**src/rtl/rcb_pkg.sv**
```systemverilog
// package for the reset, clock-ratio and boot-strap control block
// assumes a single reference clock domain and an active-low asynchronous reset
package rcb_pkg;

    // ------------------------------------------------------------------
    // strap encodings
    // ------------------------------------------------------------------
    localparam logic [1:0] RATIO_CODE_6 = 2'h0;
    localparam logic [1:0] RATIO_CODE_32 = 2'h1;
    localparam logic [1:0] RATIO_CODE_16 = 2'h2;
    localparam logic [1:0] RATIO_CODE_RSV = 2'h3;
    localparam logic [1:0] BOOT_CODE_SPI_SLAVE = 2'h0;
    localparam logic [1:0] BOOT_CODE_SPI_MASTER = 2'h1;
    localparam logic [1:0] BOOT_CODE_EPROM = 2'h2;
    localparam logic [1:0] BOOT_CODE_RSV = 2'h3;

    // ------------------------------------------------------------------
    // ratios, widths, reset values
    // ------------------------------------------------------------------
    localparam int MULT_W = 6;
    localparam int DIV_W = 4;
    localparam logic [5:0] RATIO_6 = 6'h06;
    localparam logic [5:0] RATIO_32 = 6'h20;
    localparam logic [5:0] RATIO_16 = 6'h10;
    localparam logic [3:0] DIV_RESET = 4'h1;
    localparam int PMC_W = 16;
    localparam int PMC_LOCAL_CLOCK_OUTPUT_SEL_BIT = 12;
    localparam int PMC_MULT_LSB = 0;
    localparam int PMC_DIV_LSB = 6;
    localparam int PMC_BYPASS_BIT = 10;
    localparam logic [15:0] PMC_RESET = 16'h0000;

    // ------------------------------------------------------------------
    // timing
    // ------------------------------------------------------------------
    localparam int LOCK_WAIT_CYCLES = 4096;
    localparam int LOCK_CNT_W = 13;
    localparam logic [31:0] RESET_VECTOR = 32'h0009_0000;

    typedef enum logic [1:0] {
        BOOT_SPI_SLAVE,
        BOOT_SPI_MASTER,
        BOOT_EPROM,
        BOOT_NONE
    } rcb_boot_t;

    typedef struct packed {
        logic [MULT_W-1:0] mult;
        logic [DIV_W-1:0] div;
        logic bypass;
    } rcb_pll_cfg_t;

endpackage : rcb_pkg

```
**src/rtl/rcb_reset_clock_boot.sv**
```systemverilog
// reset release, strap capture, pll retune and clock-output select for the processor
// assumes straps and the reset pin are asynchronous to the reference clock,
// and that the reference clock runs continuously
`timescale 1ns/100ps

// Overview of operation
// - strap code 00, 01, 10 on the ratio pins gives a start-up ratio of 6, 32 and 16.
// - the core clock comes from the pll or straight from the input clock as the ratio straps decide, until software writes power-mode bit 10.
// - once the core runs, software may rewrite pll multiplier and divider at any time.
// - boot straps 00, 01, 10 pick spi slave, spi master and eprom boot over the async memory interface.
// - after reset release the core waits 4096 input-clock cycles for pll lock.
// - after the wait the core fetches from the hardware reset vector.
// - power-mode bit 12 chooses pll clock or reset-out on the clock-output pin, reset-out by default.
// - the ratio straps are sampled at the third clock after reset is released.
module rcb_reset_clock_boot #(
    parameter int LOCK_WAIT = rcb_pkg::LOCK_WAIT_CYCLES
) (
    input wire logic I_CLK,
    input wire logic I_RST_N,
    input wire logic I_CE,
    input wire logic [1:0] I_CORE_RATIO_SELECT_CODE,
    input wire logic [1:0] I_BOOT_SELECT_CODE,
    input wire logic I_PMC_WE,
    input wire logic [rcb_pkg::PMC_W-1:0] I_PMC_WDATA,
    input wire logic I_PLL_CLK,
    output logic [rcb_pkg::PMC_W-1:0] O_POWER_MODE_CONTROL_REG,
    output rcb_pkg::rcb_pll_cfg_t O_PLL_CFG,
    output rcb_pkg::rcb_boot_t O_BOOT_MODE,
    output logic O_STRAP_RESERVED,
    output logic O_CORE_RESET_N,
    output logic O_CORE_START,
    output logic [31:0] O_FETCH_ADDR,
    output logic O_LOCAL_CLOCK_OUTPUT
);
    import rcb_pkg::*;

    // ------------------------------------------------------------------
    // synchronisers
    // ------------------------------------------------------------------
    logic [1:0] ratio_s1;
    logic [1:0] ratio_s2;
    logic [1:0] boot_s1;
    logic [1:0] boot_s2;
    logic rst_s1;
    logic rst_s2;

    // straps are board levels, so two flops before use
    always_ff @(posedge I_CLK or negedge I_RST_N) begin
        if (!I_RST_N) begin
            ratio_s1 <= 2'h0;
            ratio_s2 <= 2'h0;
            boot_s1 <= 2'h0;
            boot_s2 <= 2'h0;
        end else if (I_CE) begin
            ratio_s1 <= I_CORE_RATIO_SELECT_CODE;
            ratio_s2 <= ratio_s1;
            boot_s1 <= I_BOOT_SELECT_CODE;
            boot_s2 <= boot_s1;
        end
    end

    // release of reset is synchronised; assertion stays asynchronous
    always_ff @(posedge I_CLK or negedge I_RST_N) begin
        if (!I_RST_N) begin
            rst_s1 <= 1'b0;
            rst_s2 <= 1'b0;
        end else if (I_CE) begin
            rst_s1 <= 1'b1;
            rst_s2 <= rst_s1;
        end
    end

    // ------------------------------------------------------------------
    // strap capture
    // ------------------------------------------------------------------
    logic captured;
    logic [1:0] ratio_code;
    logic [1:0] boot_code;

    // latch once at the first clock after the synchronised release, so the
    // straps seen are those held across reset; later pin changes are ignored
    always_ff @(posedge I_CLK or negedge I_RST_N) begin
        if (!I_RST_N) begin
            captured <= 1'b0;
            ratio_code <= RATIO_CODE_6;
            boot_code <= BOOT_CODE_SPI_SLAVE;
        end else if (I_CE && rst_s2 && !captured) begin
            captured <= 1'b1;
            ratio_code <= ratio_s2;
            boot_code <= boot_s2;
        end
    end

    // ------------------------------------------------------------------
    // lock wait and core start
    // ------------------------------------------------------------------
    typedef enum logic [1:0] {
        ST_HOLD,
        ST_LOCK_WAIT,
        ST_RUN
    } rcb_state_t;

    rcb_state_t state;
    logic [LOCK_CNT_W-1:0] lock_cnt;
    localparam logic [LOCK_CNT_W-1:0] LOCK_LAST = LOCK_CNT_W'(LOCK_WAIT - 1);

    // count input-clock cycles from capture; reset assertion restarts it all
    always_ff @(posedge I_CLK or negedge I_RST_N) begin
        if (!I_RST_N) begin
            state <= ST_HOLD;
            lock_cnt <= '0;
        end else if (I_CE) begin
            case (state)
                ST_HOLD: begin
                    if (captured) begin
                        state <= ST_LOCK_WAIT;
                    end
                end
                ST_LOCK_WAIT: begin
                    if (lock_cnt == LOCK_LAST) begin
                        state <= ST_RUN;
                    end else begin
                        lock_cnt <= lock_cnt + 1'b1;
                    end
                end
                default: begin
                    state <= ST_RUN;
                end
            endcase
        end
    end

    // one-cycle start strobe and reset-vector fetch address
    always_ff @(posedge I_CLK or negedge I_RST_N) begin
        if (!I_RST_N) begin
            O_CORE_START <= 1'b0;
            O_CORE_RESET_N <= 1'b0;
            O_FETCH_ADDR <= RESET_VECTOR;
        end else if (I_CE) begin
            O_CORE_START <= (state == ST_LOCK_WAIT) && (lock_cnt == LOCK_LAST);
            O_CORE_RESET_N <= (state == ST_RUN) ||
                              ((state == ST_LOCK_WAIT) && (lock_cnt == LOCK_LAST));
            O_FETCH_ADDR <= RESET_VECTOR;
        end
    end

    // ------------------------------------------------------------------
    // strap decode
    // ------------------------------------------------------------------
    logic [MULT_W-1:0] strap_mult;
    logic strap_bypass;

    // reserved ratio code falls back to bypass so the core still gets a clock
    always_comb begin
        strap_bypass = 1'b0;
        if (ratio_code == RATIO_CODE_6) begin
            strap_mult = RATIO_6;
        end else if (ratio_code == RATIO_CODE_32) begin
            strap_mult = RATIO_32;
        end else if (ratio_code == RATIO_CODE_16) begin
            strap_mult = RATIO_16;
        end else begin
            strap_mult = RATIO_6;
            strap_bypass = 1'b1;
        end
    end

    // boot method from the captured code; reserved code boots nothing
    always_comb begin
        case (boot_code)
            BOOT_CODE_SPI_SLAVE: O_BOOT_MODE = BOOT_SPI_SLAVE;
            BOOT_CODE_SPI_MASTER: O_BOOT_MODE = BOOT_SPI_MASTER;
            BOOT_CODE_EPROM: O_BOOT_MODE = BOOT_EPROM;
            default: O_BOOT_MODE = BOOT_NONE;
        endcase
    end

    assign O_STRAP_RESERVED = captured &&
                              ((ratio_code == RATIO_CODE_RSV) || (boot_code == BOOT_CODE_RSV));

    // ------------------------------------------------------------------
    // power-mode control register
    // ------------------------------------------------------------------
    logic sw_written;

    // writes are only honoured once the core runs; before that the straps rule
    always_ff @(posedge I_CLK or negedge I_RST_N) begin
        if (!I_RST_N) begin
            O_POWER_MODE_CONTROL_REG <= PMC_RESET;
            sw_written <= 1'b0;
        end else if (I_CE) begin
            if (I_PMC_WE && (state == ST_RUN)) begin
                O_POWER_MODE_CONTROL_REG <= I_PMC_WDATA;
                sw_written <= 1'b1;
            end
        end
    end

    // pll settings: strap values until software retunes, then the register
    always_ff @(posedge I_CLK or negedge I_RST_N) begin
        if (!I_RST_N) begin
            O_PLL_CFG <= '{mult: RATIO_6, div: DIV_RESET, bypass: 1'b0};
        end else if (I_CE) begin
            if (sw_written) begin
                O_PLL_CFG.mult <= O_POWER_MODE_CONTROL_REG[PMC_MULT_LSB +: MULT_W];
                O_PLL_CFG.div <= O_POWER_MODE_CONTROL_REG[PMC_DIV_LSB +: DIV_W];
                O_PLL_CFG.bypass <= O_POWER_MODE_CONTROL_REG[PMC_BYPASS_BIT];
            end else begin
                O_PLL_CFG.mult <= strap_mult;
                O_PLL_CFG.div <= DIV_RESET;
                O_PLL_CFG.bypass <= strap_bypass;
            end
        end
    end

    // ------------------------------------------------------------------
    // clock-output pin
    // ------------------------------------------------------------------
    // the pll clock is muxed in directly; the select is a static register bit,
    // so glitches appear only when a software write or a reset assertion flips it
    assign O_LOCAL_CLOCK_OUTPUT = O_POWER_MODE_CONTROL_REG[PMC_LOCAL_CLOCK_OUTPUT_SEL_BIT] ? I_PLL_CLK
                                                                               : O_CORE_RESET_N;

endmodule : rcb_reset_clock_boot

```
**config.mk**
```make
export PLATFORM = sky130hd
export DESIGN_NAME = rcb_reset_clock_boot
export DESIGN_NICKNAME = d
export VERILOG_FILES = /design/src/rtl/rcb_pkg.sv /design/src/rtl/rcb_reset_clock_boot.sv
export SDC_FILE = /design/constraint.sdc
export NUM_CORES = 1
export LEC_CHECK = 0
export BUFFER_PORTS_ARGS = -buffer_cell sky130_fd_sc_hd__buf_4
export CORE_ASPECT_RATIO = 2
export CORE_MARGIN = 2
export CORE_UTILIZATION = 51
export DETAILED_ROUTE_END_ITERATION = 8
export MAX_ROUTING_LAYER = met4
export PLACE_DENSITY = 0.8
export SKIP_CTS_REPAIR_TIMING = 1
export SYNTH_ARGS = -nofsm -noshare
export SYNTH_HDL_FRONTEND = slang
export SYNTH_SLANG_ARGS = --single-unit
```
**constraint.sdc**
```tcl
create_clock -name I_CLK -period 1.9 [get_ports I_CLK]
set_input_delay 0.095 -clock I_CLK [delete_from_list [all_inputs] [get_ports I_CLK]]
set_output_delay 0.095 -clock I_CLK [all_outputs]
set_load 0.03 [all_outputs]
```
[Word-level counts from Yosys, hierarchy flattened]
Cells that the tools add are included.
Storage, ports and cells
  register bits after elaboration: 60
  input bits: 25
  output and inout bits: 65
  word-level logic and storage cells: 57
Operators by class
  add/sub/neg operators: 1
  equality and inequality tests: 11
  mux-type cells: 12
  bitwise operators: 1
  reduce and logical (&&, ||, !) cells: 14
Operator list (number)
  adder 13 x 1 -> 13 bit (second input constant): 1
  equality test 13 x 12 -> 1 bit (second input constant): 1
  2-to-1 mux 6 bit: 2
  2-to-1 mux 11 bit: 1
  equality test 2 bit (second input constant): 5
  equality test 2 x 1 -> 1 bit (second input constant): 3
  logical NOT 2 bit: 3
  case mux 2 bit (3 select lines): 1
  AND reduction 3 bit: 2
  logical AND 1 bit: 5
  2-to-1 mux 5 bit: 1
  2-to-1 mux 1 bit: 4
  2-to-1 mux 2 bit: 2
  != test 2 bit (second input constant): 2
  case mux 2 bit (2 select lines): 1
  logical OR 1 bit: 2
  AND reduction 2 bit: 1
  logical NOT 1 bit: 1
  inverter 1 bit: 1

[Depth between registers and ports, before layout]
Gate-level depths: netlist of the first run.
  depth in word-level cells: 5
  depth in mapped cells: 5

[Worst setup path before layout of the first run]
No wires, ideal clock.
  path type: reg-to-reg
  from: register lock_cnt[0]
  to: register O_CORE_START
  data arrival time: 1551 ps
  data required time: 1821 ps
  path slack: 270 ps
  stages on the path, launching flop included: 6
  path buffers: 0
  cells stage by stage: dfrtp_1 ha_1 nand3_4 or4_4 or2_1 mux2i_1
Between the ends
  longest elaborated chain between the ends: 2
RTL lines
  start: declaration: RTL line rcb_reset_clock_boot.sv:104  | logic [LOCK_CNT_W-1:0] lock_cnt;
  start signal: assignment: RTL line rcb_reset_clock_boot.sv:123  | lock_cnt <= lock_cnt + 1'b1;
  equality test 13 x 12 -> 1 bit: RTL line rcb_reset_clock_boot.sv:140  | O_CORE_START <= (state == ST_LOCK_WAIT) && (lock_cnt == LOCK_LAST);
  logical AND 1 bit: RTL line rcb_reset_clock_boot.sv:140
  end signal: assignment: RTL line rcb_reset_clock_boot.sv:140
  end: declaration: RTL line rcb_reset_clock_boot.sv:31  | output logic O_CORE_START,
No other way between the ends.
A chain may end at the register's enable or synchronous reset.

[Final worst setup path of the first run]
Same ends and word-level chain as after synthesis.

==> out/results.txt, run 1 <==
Lkg Pwr -> 1.79 nW
Clk root buf -> clkbuf_8
CP Data Arrival Time -> 1.99 ns
Layout cell share with drive strength beyond 1 -> 35.1%
VDD IR max -> 0.613 mV
Dominant cell type by area after synthesis -> dfrtp_1
Slowest cell on crit path -> or4_4
Yosys top cell area share -> 50.9%
GR Util All Layers -> 18.5%
# Max-Cap Violations -> 0
Die Span Y -> 109 um
ANT cells -> 0
Post-route DRC violation count -> 0
Largest net degree at the start of global routing -> 61
Synth cell count leaders -> dfrtp_1 (57), buf_4 (32), mux2_2 (30)
Setup TNS Final -> 0 ns
Crit Path Max Fanout -> 5
Slew HR -> 50.7%
FFs w/ async S/R, synth -> 100%
DRT Wirelength -> 5.35 mm
Die W -> 56.4 um
Post-route clock period utilization -> 91.5%
Dominant cell by count in the synthesized netlist -> dfrtp_1
CP Cell Sequence -> ha_1 -> nand3_4 -> or4_4 -> or2_1 -> mux2i_1
CP Class -> flip-flop to flip-flop
Vias -> 1898
Max-slew violations -> 0
Area Overhead vs Synth -> 27.2%
Reg clk slew, reported paths -> 0.06 ns
HPWL after detailed placement -> 3.65 mm
Post-synthesis sequential area ratio -> 53.7%
Finished Core Util -> 66.3%
Layout Nets -> 347
IO buf count -> 57
CP endpoint kind -> flip-flop
Worst path bufs/invs -> 0
Gr ovfl total -> 0
First-pass GRT wire length -> 8.25 mm
CP Launch Type -> flip-flop
Max Fclk -> 575 MHz
Post-Syn Area per Cell -> 12.0 um^2
Final ANT Viol Nets -> 0
Post-DR vias/cell -> 4.97
#FFs+latches synth -> 60
RSZ-0062 raised after global routing -> no
Hold Path Class -> primary input to flip-flop
Worst slew pin tran -> 0.740 ns
Pwr Density -> 879 nW/um^2
Synth Cell Area -> 2800 um^2
Main synth FF type -> dfrtp_1
CTS tree -> done
Final Skew -> 0.00675 ns
Post-route minimum period -> 1.74 ns
Cts bufs inserted -> 9
Top delay family on crit path -> simple AND/OR/NAND/NOR gates
Io pins -> 90
Num Clock Sinks -> 60
Initial Util -> 52.1%
Die area -> 6140 um^2
Final hold vios -> 0
Vias in the first global route -> 1766
DR iter-0 viols -> 34
CP Data Required Time -> 2.15 ns
Status -> finished, final reports clean
Post-synth cell types -> 37
WL/cell -> 14.0 um
CP max stage delay -> 0.53 ns
Top cells by area, synth -> dfrtp_1 (51%), mux2_2 (12%), buf_4 (8.6%)
Later-pin clock latency in the skew report -> 0.33 ns
Yosys warns -> 0
DRT Pass-1 Iters -> 4
H-tree depth -> 3
Synth Instances -> 234
Initial antenna violation count -> 0
Bufs on Longest Clock Path -> 2
Core Rows -> 38
Final setup viols -> 0
Core area -> 5370 um^2
Post-synth EDFFs -> 0
Routability cong. -> 0.788
[where the power goes]
part / switching, mW / internal [mW] / leakage (nW)
logic: 0.342 / 0.247 / 0.938
clock network: 0.447 / 0.541 / 0.0905
registers: 0.130 / 1.42 / 0.761
[tightest hold or removal path, cell delays in order]
cell	delay (ns)
buf_4	0.08
nand4_1	0.08
buf_4	0.22
nand2b_1	0.09
[cells in the final DEF (no fill, tap or decap), drive strengths merged]
cell,n
nor3b,2
mux2i,4
clkbuf,14
nor2,13
ha,5
mux2,31
or4,1
dlygate4sd3,22
inv,11
nor3,3
nor4,2
nand3b,2
a31o,1
a21boi,1
nand2b,3
and4bb,1
nand2,2
nand4,4
or2,2
nand3,12
o221ai,1
nor2b,2
conb,32
dfrtp,57
a21oi,9
buf,61
a31oi,2
o21ai,5
a21o,1
xnor2,4
xor2,7
dfstp,3
clkinv,2
[metal layers]
layer  up-vias  track usage, %  share of wire (%)
met4         0            10.4                2.9
met1       920            19.7                 36
met2        69            30.7                 56
met3        12            5.34                4.8
met5         -               -                  0
li1        897               -                  -
[cells by family after synthesis]
group	Yosys count	synth area share, %
mux	35	13.9
simple gates	49	11.0
buf+inv	52	11.3
flops	60	53.7
compound gates	20	4.11
fa+ha+maj	5	2.23
xor+xnor	11	3.44
other cells	2	0.268
[sequential cells by signal, indices dropped and copies added, names as in the netlist]
name / flops
O_POWER_MODE_CONTROL_REG: 16
lock_cnt: 13
O_PLL_CFG: 11
boot_code: 2
boot_s1: 2
boot_s2: 2
ratio_code: 2
ratio_s1: 2
ratio_s2: 2
state: 2
O_CORE_RESET_N: 1
O_CORE_START: 1
captured: 1
rst_s1: 1
rst_s2: 1
sw_written: 1
[path summary, 6_finish.rpt]
check	startpoint	to	slack, ns	cells past startpoint
hold / removal	I_PMC_WE	sw_written	0.28	4
max in group asynchronous	I_RST_N	O_PLL_CFG[4]	1.02	2
min in group asynchronous	I_RST_N	boot_s1[1]	0.39	2
hold reg to reg	rst_s1	rst_s1	0.48	1
setup reg to reg	lock_cnt[0]	O_CORE_START	0.16	5
setup / recovery	lock_cnt[0]	O_CORE_START	0.16	5
[area by class of cell]
class | instances | area (um^2)
clock buffers | 14 | 163
flip-flops and latches | 60 | 1510
well taps | 60 | 75.1
repair buffers | 83 | 678
multi-input cells | 152 | 1090
inverters | 11 | 41.3
fillers | 421 | 1810
clock inverters | 2 | 10.0
[through the flow]
stage	total power [mW]	setup slack, ns	cell area (um^2)	cells	hold WS [ns]
2_1_floorplan	1.99	0.270	2910	264	-0.201
3_3_place_gp	2.11	0.230	3170	344	0.198
3_5_place_dp	2.14	0.174	3170	344	0.211
4_1_cts	3.14	0.156	3340	360	-0.152
5_1_grt	3.30	0.0522	3560	382	0.292
6_report	3.13	0.162	3560	382	0.275
(Power assumes the default switching activity.)
==> inputs of run 2 (changes only) <==
==> constraint.sdc (replaced) <==
create_clock -name I_CLK -period 1.9 [get_ports I_CLK]
set_input_delay 0.57 -clock I_CLK [delete_from_list [all_inputs] [get_ports I_CLK]]
set_output_delay 0.57 -clock I_CLK [all_outputs]
set_load 0.03 [all_outputs]
==> out/results.txt, run 2 (synthesis results as in run 1) <==
CP Cell Sequence -> ha_2 -> a21oi_1 -> nor2b_1 -> buf_4
Post-route clock period utilization -> 98.7% (+7.2 points)
Hold Path Class -> primary input to asynchronous set/reset pin
Core area -> 5370 um^2 (unchanged)
Area Overhead vs Synth -> 22.9%
ANT cells -> 0 (unchanged)
Layout cell share with drive strength beyond 1 -> 39.9% (+4.8 points)
CTS tree -> done
Io pins -> 90 (unchanged)
Routability cong. -> 0.791 (+0.29%)
Pwr Density -> 970 nW/um^2 (+10%)
R2r startpoint -> lock_cnt[0]
Die area -> 6140 um^2 (unchanged)
Setup TNS Final -> 0 ns (unchanged)
Num Clock Sinks -> 60 (unchanged)
Finished Core Util -> 64.1% (-2.3 points)
Place WS -> 0.150 ns (-0.0244 ns)
Status -> finished, final reports clean
Flop2flop setup slack -> 0.14 ns (-0.02 ns)
Max reg flops -> 16 (unchanged)
CP Class -> flip-flop to output port
Final setup viols -> 0 (unchanged)
VDD IR max -> 0.741 mV (+21%)
Post-route minimum period -> 1.87 ns (+0.137 ns)
Cts bufs inserted -> 9 (unchanged)
Vias -> 1829 (-3.6%)
Lkg Pwr -> 1.75 nW (-2.3%)
Crit path launch -> ratio_code[0]
Worst Setup EP -> O_STRAP_RESERVED
# Max-Cap Violations -> 0 (unchanged)
Tot Pwr -> 3.34 mW (+6.6%)
First-pass GRT wire length -> 8.09 mm (-1.9%)
Final Skew -> 0.00841 ns (+0.00165 ns)
Top reg by flops -> O_POWER_MODE_CONTROL_REG
CP Data Arrival Time -> 1.30 ns (-0.69 ns)
Layout fillers -> 437 (+3.8%)
Most frequent cells in the layout -> buf_4 (69), dfrtp_1 (56), conb_1 (32)
Worst r2r path cells -> 5 (unchanged)
DRT Pass-1 Iters -> 5 (+1)
Max Fclk -> 533 MHz (-7.3%)
Slowest cell on crit path -> dfrtp_2
Die Span Y -> 109 um (unchanged)
Max-slew violations -> 0 (unchanged)
Bufs on Longest Clock Path -> 2 (unchanged)
Hold slack -> 0.160 ns (-0.115 ns)
Cell area after layout -> 3440 um^2 (-3.4%)
Die W -> 56.4 um (unchanged)
Initial antenna violation count -> 0 (unchanged)
CP Data Required Time -> 1.33 ns (-0.82 ns)
Commonest non-fill, non-tap cell in the layout -> buf_4
Core Rows -> 38 (unchanged)
CP max stage delay -> 0.43 ns (-0.10 ns)
HPWL after detailed placement -> 3.75 mm (+2.9%)
Post-route DRC violation count -> 0 (unchanged)
DRT Wirelength -> 5.15 mm (-3.7%)
Vias in the first global route -> 1762 (-0.23%)
CP endpoint kind -> output port
Reg clk slew, reported paths -> 0.07 ns (about the same)
Final ANT Viol Nets -> 0 (unchanged)
Crit Path Max Fanout -> 3 (-2)
IO buf count -> 57 (unchanged)
Final hold vios -> 0 (unchanged)
Post-DR vias/cell -> 4.97 (about the same)
DR iter-0 viols -> 33 (-2.9%)
H-tree depth -> 3 (unchanged)
Largest net degree at the start of global routing -> 39 (-36%)
GR Util All Layers -> 18.2% (-0.34 points)
Gr ovfl total -> 0 (unchanged)
Later-pin clock latency in the skew report -> 0.34 ns (about the same)
Layout Nets -> 333 (-4.0%)
DP Area -> 3190 um^2 (+0.71%)
Fin cells -> 368 (-3.7%)
Clk root buf -> clkbuf_8
Initial Util -> 52.1% (unchanged)
Reg-to-reg critical path endpoint -> O_CORE_START
Largest regs -> O_POWER_MODE_CONTROL_REG x16, lock_cnt x13, O_PLL_CFG x11
Placed Instances -> 347 (+0.87%)
WL/cell -> 14.0 um (about the same)
CP Launch Type -> flip-flop
Final worst slack -> 0.0253 ns (-0.137 ns)
run 2: changes by cell type in the layout (fill, tap and decap cells not counted), sizes merged:
cell	previous run	this run
dlygate4sd3	22	0
buf	61	69
clkinv	2	0
bufinv	0	1
clkbuf	14	15
run 2: report_power, final:
| group | switching (mW) | internal (mW) | total, mW |
|---|---|---|---|
| Combinational | 0.353 | 0.251 | 0.604 |
| Sequential | 0.126 | 1.43 | 1.55 |
| Clock | 0.467 | 0.716 | 1.18 |
| Total | 0.947 | 2.39 | 3.34 |
run 2: layer usage:
metal	global-route usage (%)	wire, um	up-vias
met5	-	0	-
li1	-	-	867
met4	12.9	170	0
met3	3.91	223	12
met2	30.0	2870	63
met1	19.0	1890	887
run 2: cell type report:
cell class | count | area, um^2 | share of cell area [%]
clock inverters | 1 | 30.0 | 0.872
multi-input cells | 152 | 1090 | 31.8
inverters | 11 | 41.3 | 1.20
repair buffers | 69 | 518 | 15.0
flip-flops and latches | 60 | 1510 | 43.8
well taps | 60 | 75.1 | 2.18
clock buffers | 15 | 176 | 5.13
run 2: worst max-delay path: cells and delay by family (launching register included):
kind	cells	cell delay (ns)
flip-flops	1	0.43
adder cells (fa/ha/maj)	1	0.18
buffers and inverters	1	0.17
AO/OA/AOI/OAI	1	0.12
AND/OR/NAND/NOR	1	0.08
run 2: worst min-delay path by stage:
| stage | from | endpoint | depth (start not counted) |
|---|---|---|---|
| floorplan | I_RST_N | O_CORE_RESET_N | 0 |
| global placement | rst_s1 | rst_s1 | 1 |
| detailed placement | rst_s1 | rst_s1 | 1 |
| CTS | I_RST_N | lock_cnt[5] | 1 |
| global route | I_RST_N | lock_cnt[5] | 1 |
| finish | I_RST_N | lock_cnt[5] | 1 |
==> inputs of run 3 (changes only) <==
ABC_AREA = 1   (was not set)
PLACE_DENSITY = 0.79   (was 0.8)
SLEW_MARGIN = 20   (was not set)
==> out/results.txt, run 3 <==
Final setup viols -> 0 (unchanged)
Lkg Pwr -> 1.87 nW (+6.8%)
Dominant cell type by area after synthesis -> dfrtp_1
Gr ovfl total -> 0 (unchanged)
Final Skew -> 0.00623 ns (-0.00217 ns)
Max Fclk -> 549 MHz (+2.9%)
WL/cell -> 13.3 um (-5.0%)
CTS tree -> done
Worst r2r path cells -> 8 (+3)
Core area -> 5710 um^2 (+6.3%)
Post-DR vias/cell -> 5.01 (+0.87%)
Largest regs -> O_POWER_MODE_CONTROL_REG x16, lock_cnt x13, O_PLL_CFG x11
Die Span Y -> 112 um (+3.2%)
CP Data Required Time -> 1.33 ns (about the same)
DP Area -> 3360 um^2 (+5.3%)
#FFs+latches synth -> 60 (unchanged)
GR peak layer -> met2
Place WS -> 0.238 ns (+0.0884 ns)
Status -> finished, final reports clean
GR Util met1 -> 23.0% (+4.0 points)
Io pins -> 90 (unchanged)
Area Overhead vs Synth -> 22.1%
Cts bufs inserted -> 9 (unchanged)
Synth Cell Area -> 2990 um^2 (+6.8%)
CP Class -> flip-flop to output port
Setup TNS Final -> 0 ns (unchanged)
Post-synthesis sequential area ratio -> 50.3% (-3.4 points)
Placed Instances -> 431 (+24%)
Top cells by area, synth -> dfrtp_1 (48%), nand2_1 (12%), buf_4 (8.0%)
Commonest non-fill, non-tap cell in the layout -> nand2_1
Layout cell share with drive strength beyond 1 -> 29.3% (-11 points)
Initial Util -> 52.4% (+0.26 points)
Pwr Density -> 1020 nW/um^2 (+4.9%)
Post-synth cell types -> 32 (-14%)
Hold slack -> 0.157 ns (-0.00296 ns)
ANT cells -> 0 (unchanged)
DRT Pass-1 Iters -> 4 (-1)
Post-route minimum period -> 1.82 ns (-0.0524 ns)
RSZ-0062 raised after global routing -> no
Vias in the first global route -> 2244 (+27%)
Max reg flops -> 16 (unchanged)
Yosys top cell area share -> 47.7% (-3.2 points)
GR Util All Layers -> 21.1% (+2.9 points)
Largest net degree at the start of global routing -> 36 (-7.7%)
Final ANT Viol Nets -> 0 (unchanged)
Cell area after layout -> 3650 um^2 (+6.1%)
Register Area -> 1510 um^2 (unchanged)
Layout fillers -> 457 (+4.6%)
Top reg by flops -> O_POWER_MODE_CONTROL_REG
VDD IR max -> 1.06 mV (+42%)
Die W -> 58.2 um (+3.1%)
Yosys warns -> 0 (unchanged)
Final hold vios -> 0 (unchanged)
Post-Syn Area per Cell -> 9.29 um^2 (-22%)
Die area -> 6530 um^2 (+6.4%)
GR met3 Demand/Resource -> 5.07% (+1.2 points)
HPWL after detailed placement -> 4.29 mm (+14%)
Worst Setup EP -> O_STRAP_RESERVED
Main synth FF type -> dfrtp_1
Crit path launch -> ratio_code[0]
Vias -> 2256 (+23%)
Post-synth EDFFs -> 0 (unchanged)
Reg-to-reg critical path endpoint -> lock_cnt[2]
Routing usage on met2 -> 34.2% (+4.2 points)
CP Data Arrival Time -> 1.25 ns (-0.05 ns)
Num Clock Sinks -> 60 (unchanged)
CP endpoint kind -> output port
Post-route DRC violation count -> 0 (unchanged)
Max-slew violations -> 0 (unchanged)
Post-route clock period utilization -> 95.9% (-2.8 points)
First-pass GRT wire length -> 10.2 mm (+25%)
Crit Path Max Fanout -> 2 (-1)
Tot Pwr -> 3.72 mW (+11%)
Synth Instances -> 322 (+38%)
Initial antenna violation count -> 0 (unchanged)
Reg clk slew, reported paths -> 0.05 ns (-0.02 ns)
Bufs on Longest Clock Path -> 2 (unchanged)
H-tree depth -> 3 (unchanged)
Routability cong. -> 0.837 (+5.8%)
DRT Wirelength -> 5.98 mm (+16%)
DR iter-0 viols -> 53 (+61%)
Fin cells -> 450 (+22%)
CP Launch Type -> flip-flop
Synth cell count leaders -> nand2_1 (92), dfrtp_1 (57), buf_4 (32)
Layout Nets -> 414 (+24%)
Hold Path Class -> primary input to asynchronous set/reset pin
# Max-Cap Violations -> 0 (unchanged)
Finished Core Util -> 64.0% (-0.073 points)
Flop2flop setup slack -> 0.26 ns (+0.12 ns)
IO buf count -> 57 (unchanged)
FFs w/ async S/R, synth -> 100% (unchanged)
Footprint of the multi-input gates -> 1220 um^2 (+11%)
Dominant cell by count in the synthesized netlist -> nand2_1
Later-pin clock latency in the skew report -> 0.32 ns (-0.02 ns)
Most frequent cells in the layout -> nand2_1 (92), buf_4 (62), dfrtp_1 (56)
Core Rows -> 39 (+2.6%)
Clk root buf -> clkbuf_16
Final worst slack -> 0.0777 ns (+0.0524 ns)
R2r startpoint -> lock_cnt[1]
==> run 3: layer usage <==
layer	routed length, um	share of wire [%]	vias up
met3	256	4.3	17
met4	205	3.4	0
met1	2220	37	1085
met2	3300	55	76
li1	-	-	1078
met5	0	0	-
==> run 3: cell families (layout without fill, tap and decap cells) <==
family	Yosys count	count (layout)	share of synthesized area, %
and+or+nand+nor	141	141	20.5
AOI/OAI and AO/OA	24	24	4.43
DFF	60	60	50.3
buffers and inverters	66	103	12.9
muxes	16	16	7.15
adders and majority gates	5	5	2.09
other	2	32	0.251
xor gates and xnor gates	8	8	2.34
==> run 3: critical path, stage by stage, from the launching register on <==
cell and delay (ns):
dfrtp_2 0.40, ha_1 0.21, a21oi_2 0.10, nor2_1 0.06
buf_4 0.16
==> run 3: where the power goes <==
group	leakage (nW)	switching (mW)	internal [mW]
sequential	0.732	0.0900	1.42
combinational	1.01	0.488	0.294
clock	0.125	0.506	0.918
==> run 3: cell type report <==
class                           count  area share [%]
Tap cell                           61            2.09
Sequential cell                    60            41.2
Clock buffer                       16            7.16
Multi-Input combinational cell    226            33.3
Inverter                           23            2.36
Timing Repair Buffer               64            13.8
==> run 3: how the worst min path moves through the flow <==
stage                                         to  slack (ns)  depth (start not counted)
floorplan                         O_CORE_RESET_N        0.27                          0
global placement                          rst_s1        0.45                          1
detailed placement                        rst_s1        0.45                          1
CTS                 O_POWER_MODE_CONTROL_REG[11]        0.16                          1
global route                        O_CORE_START        0.18                          1
finish                              O_CORE_START        0.16                          1
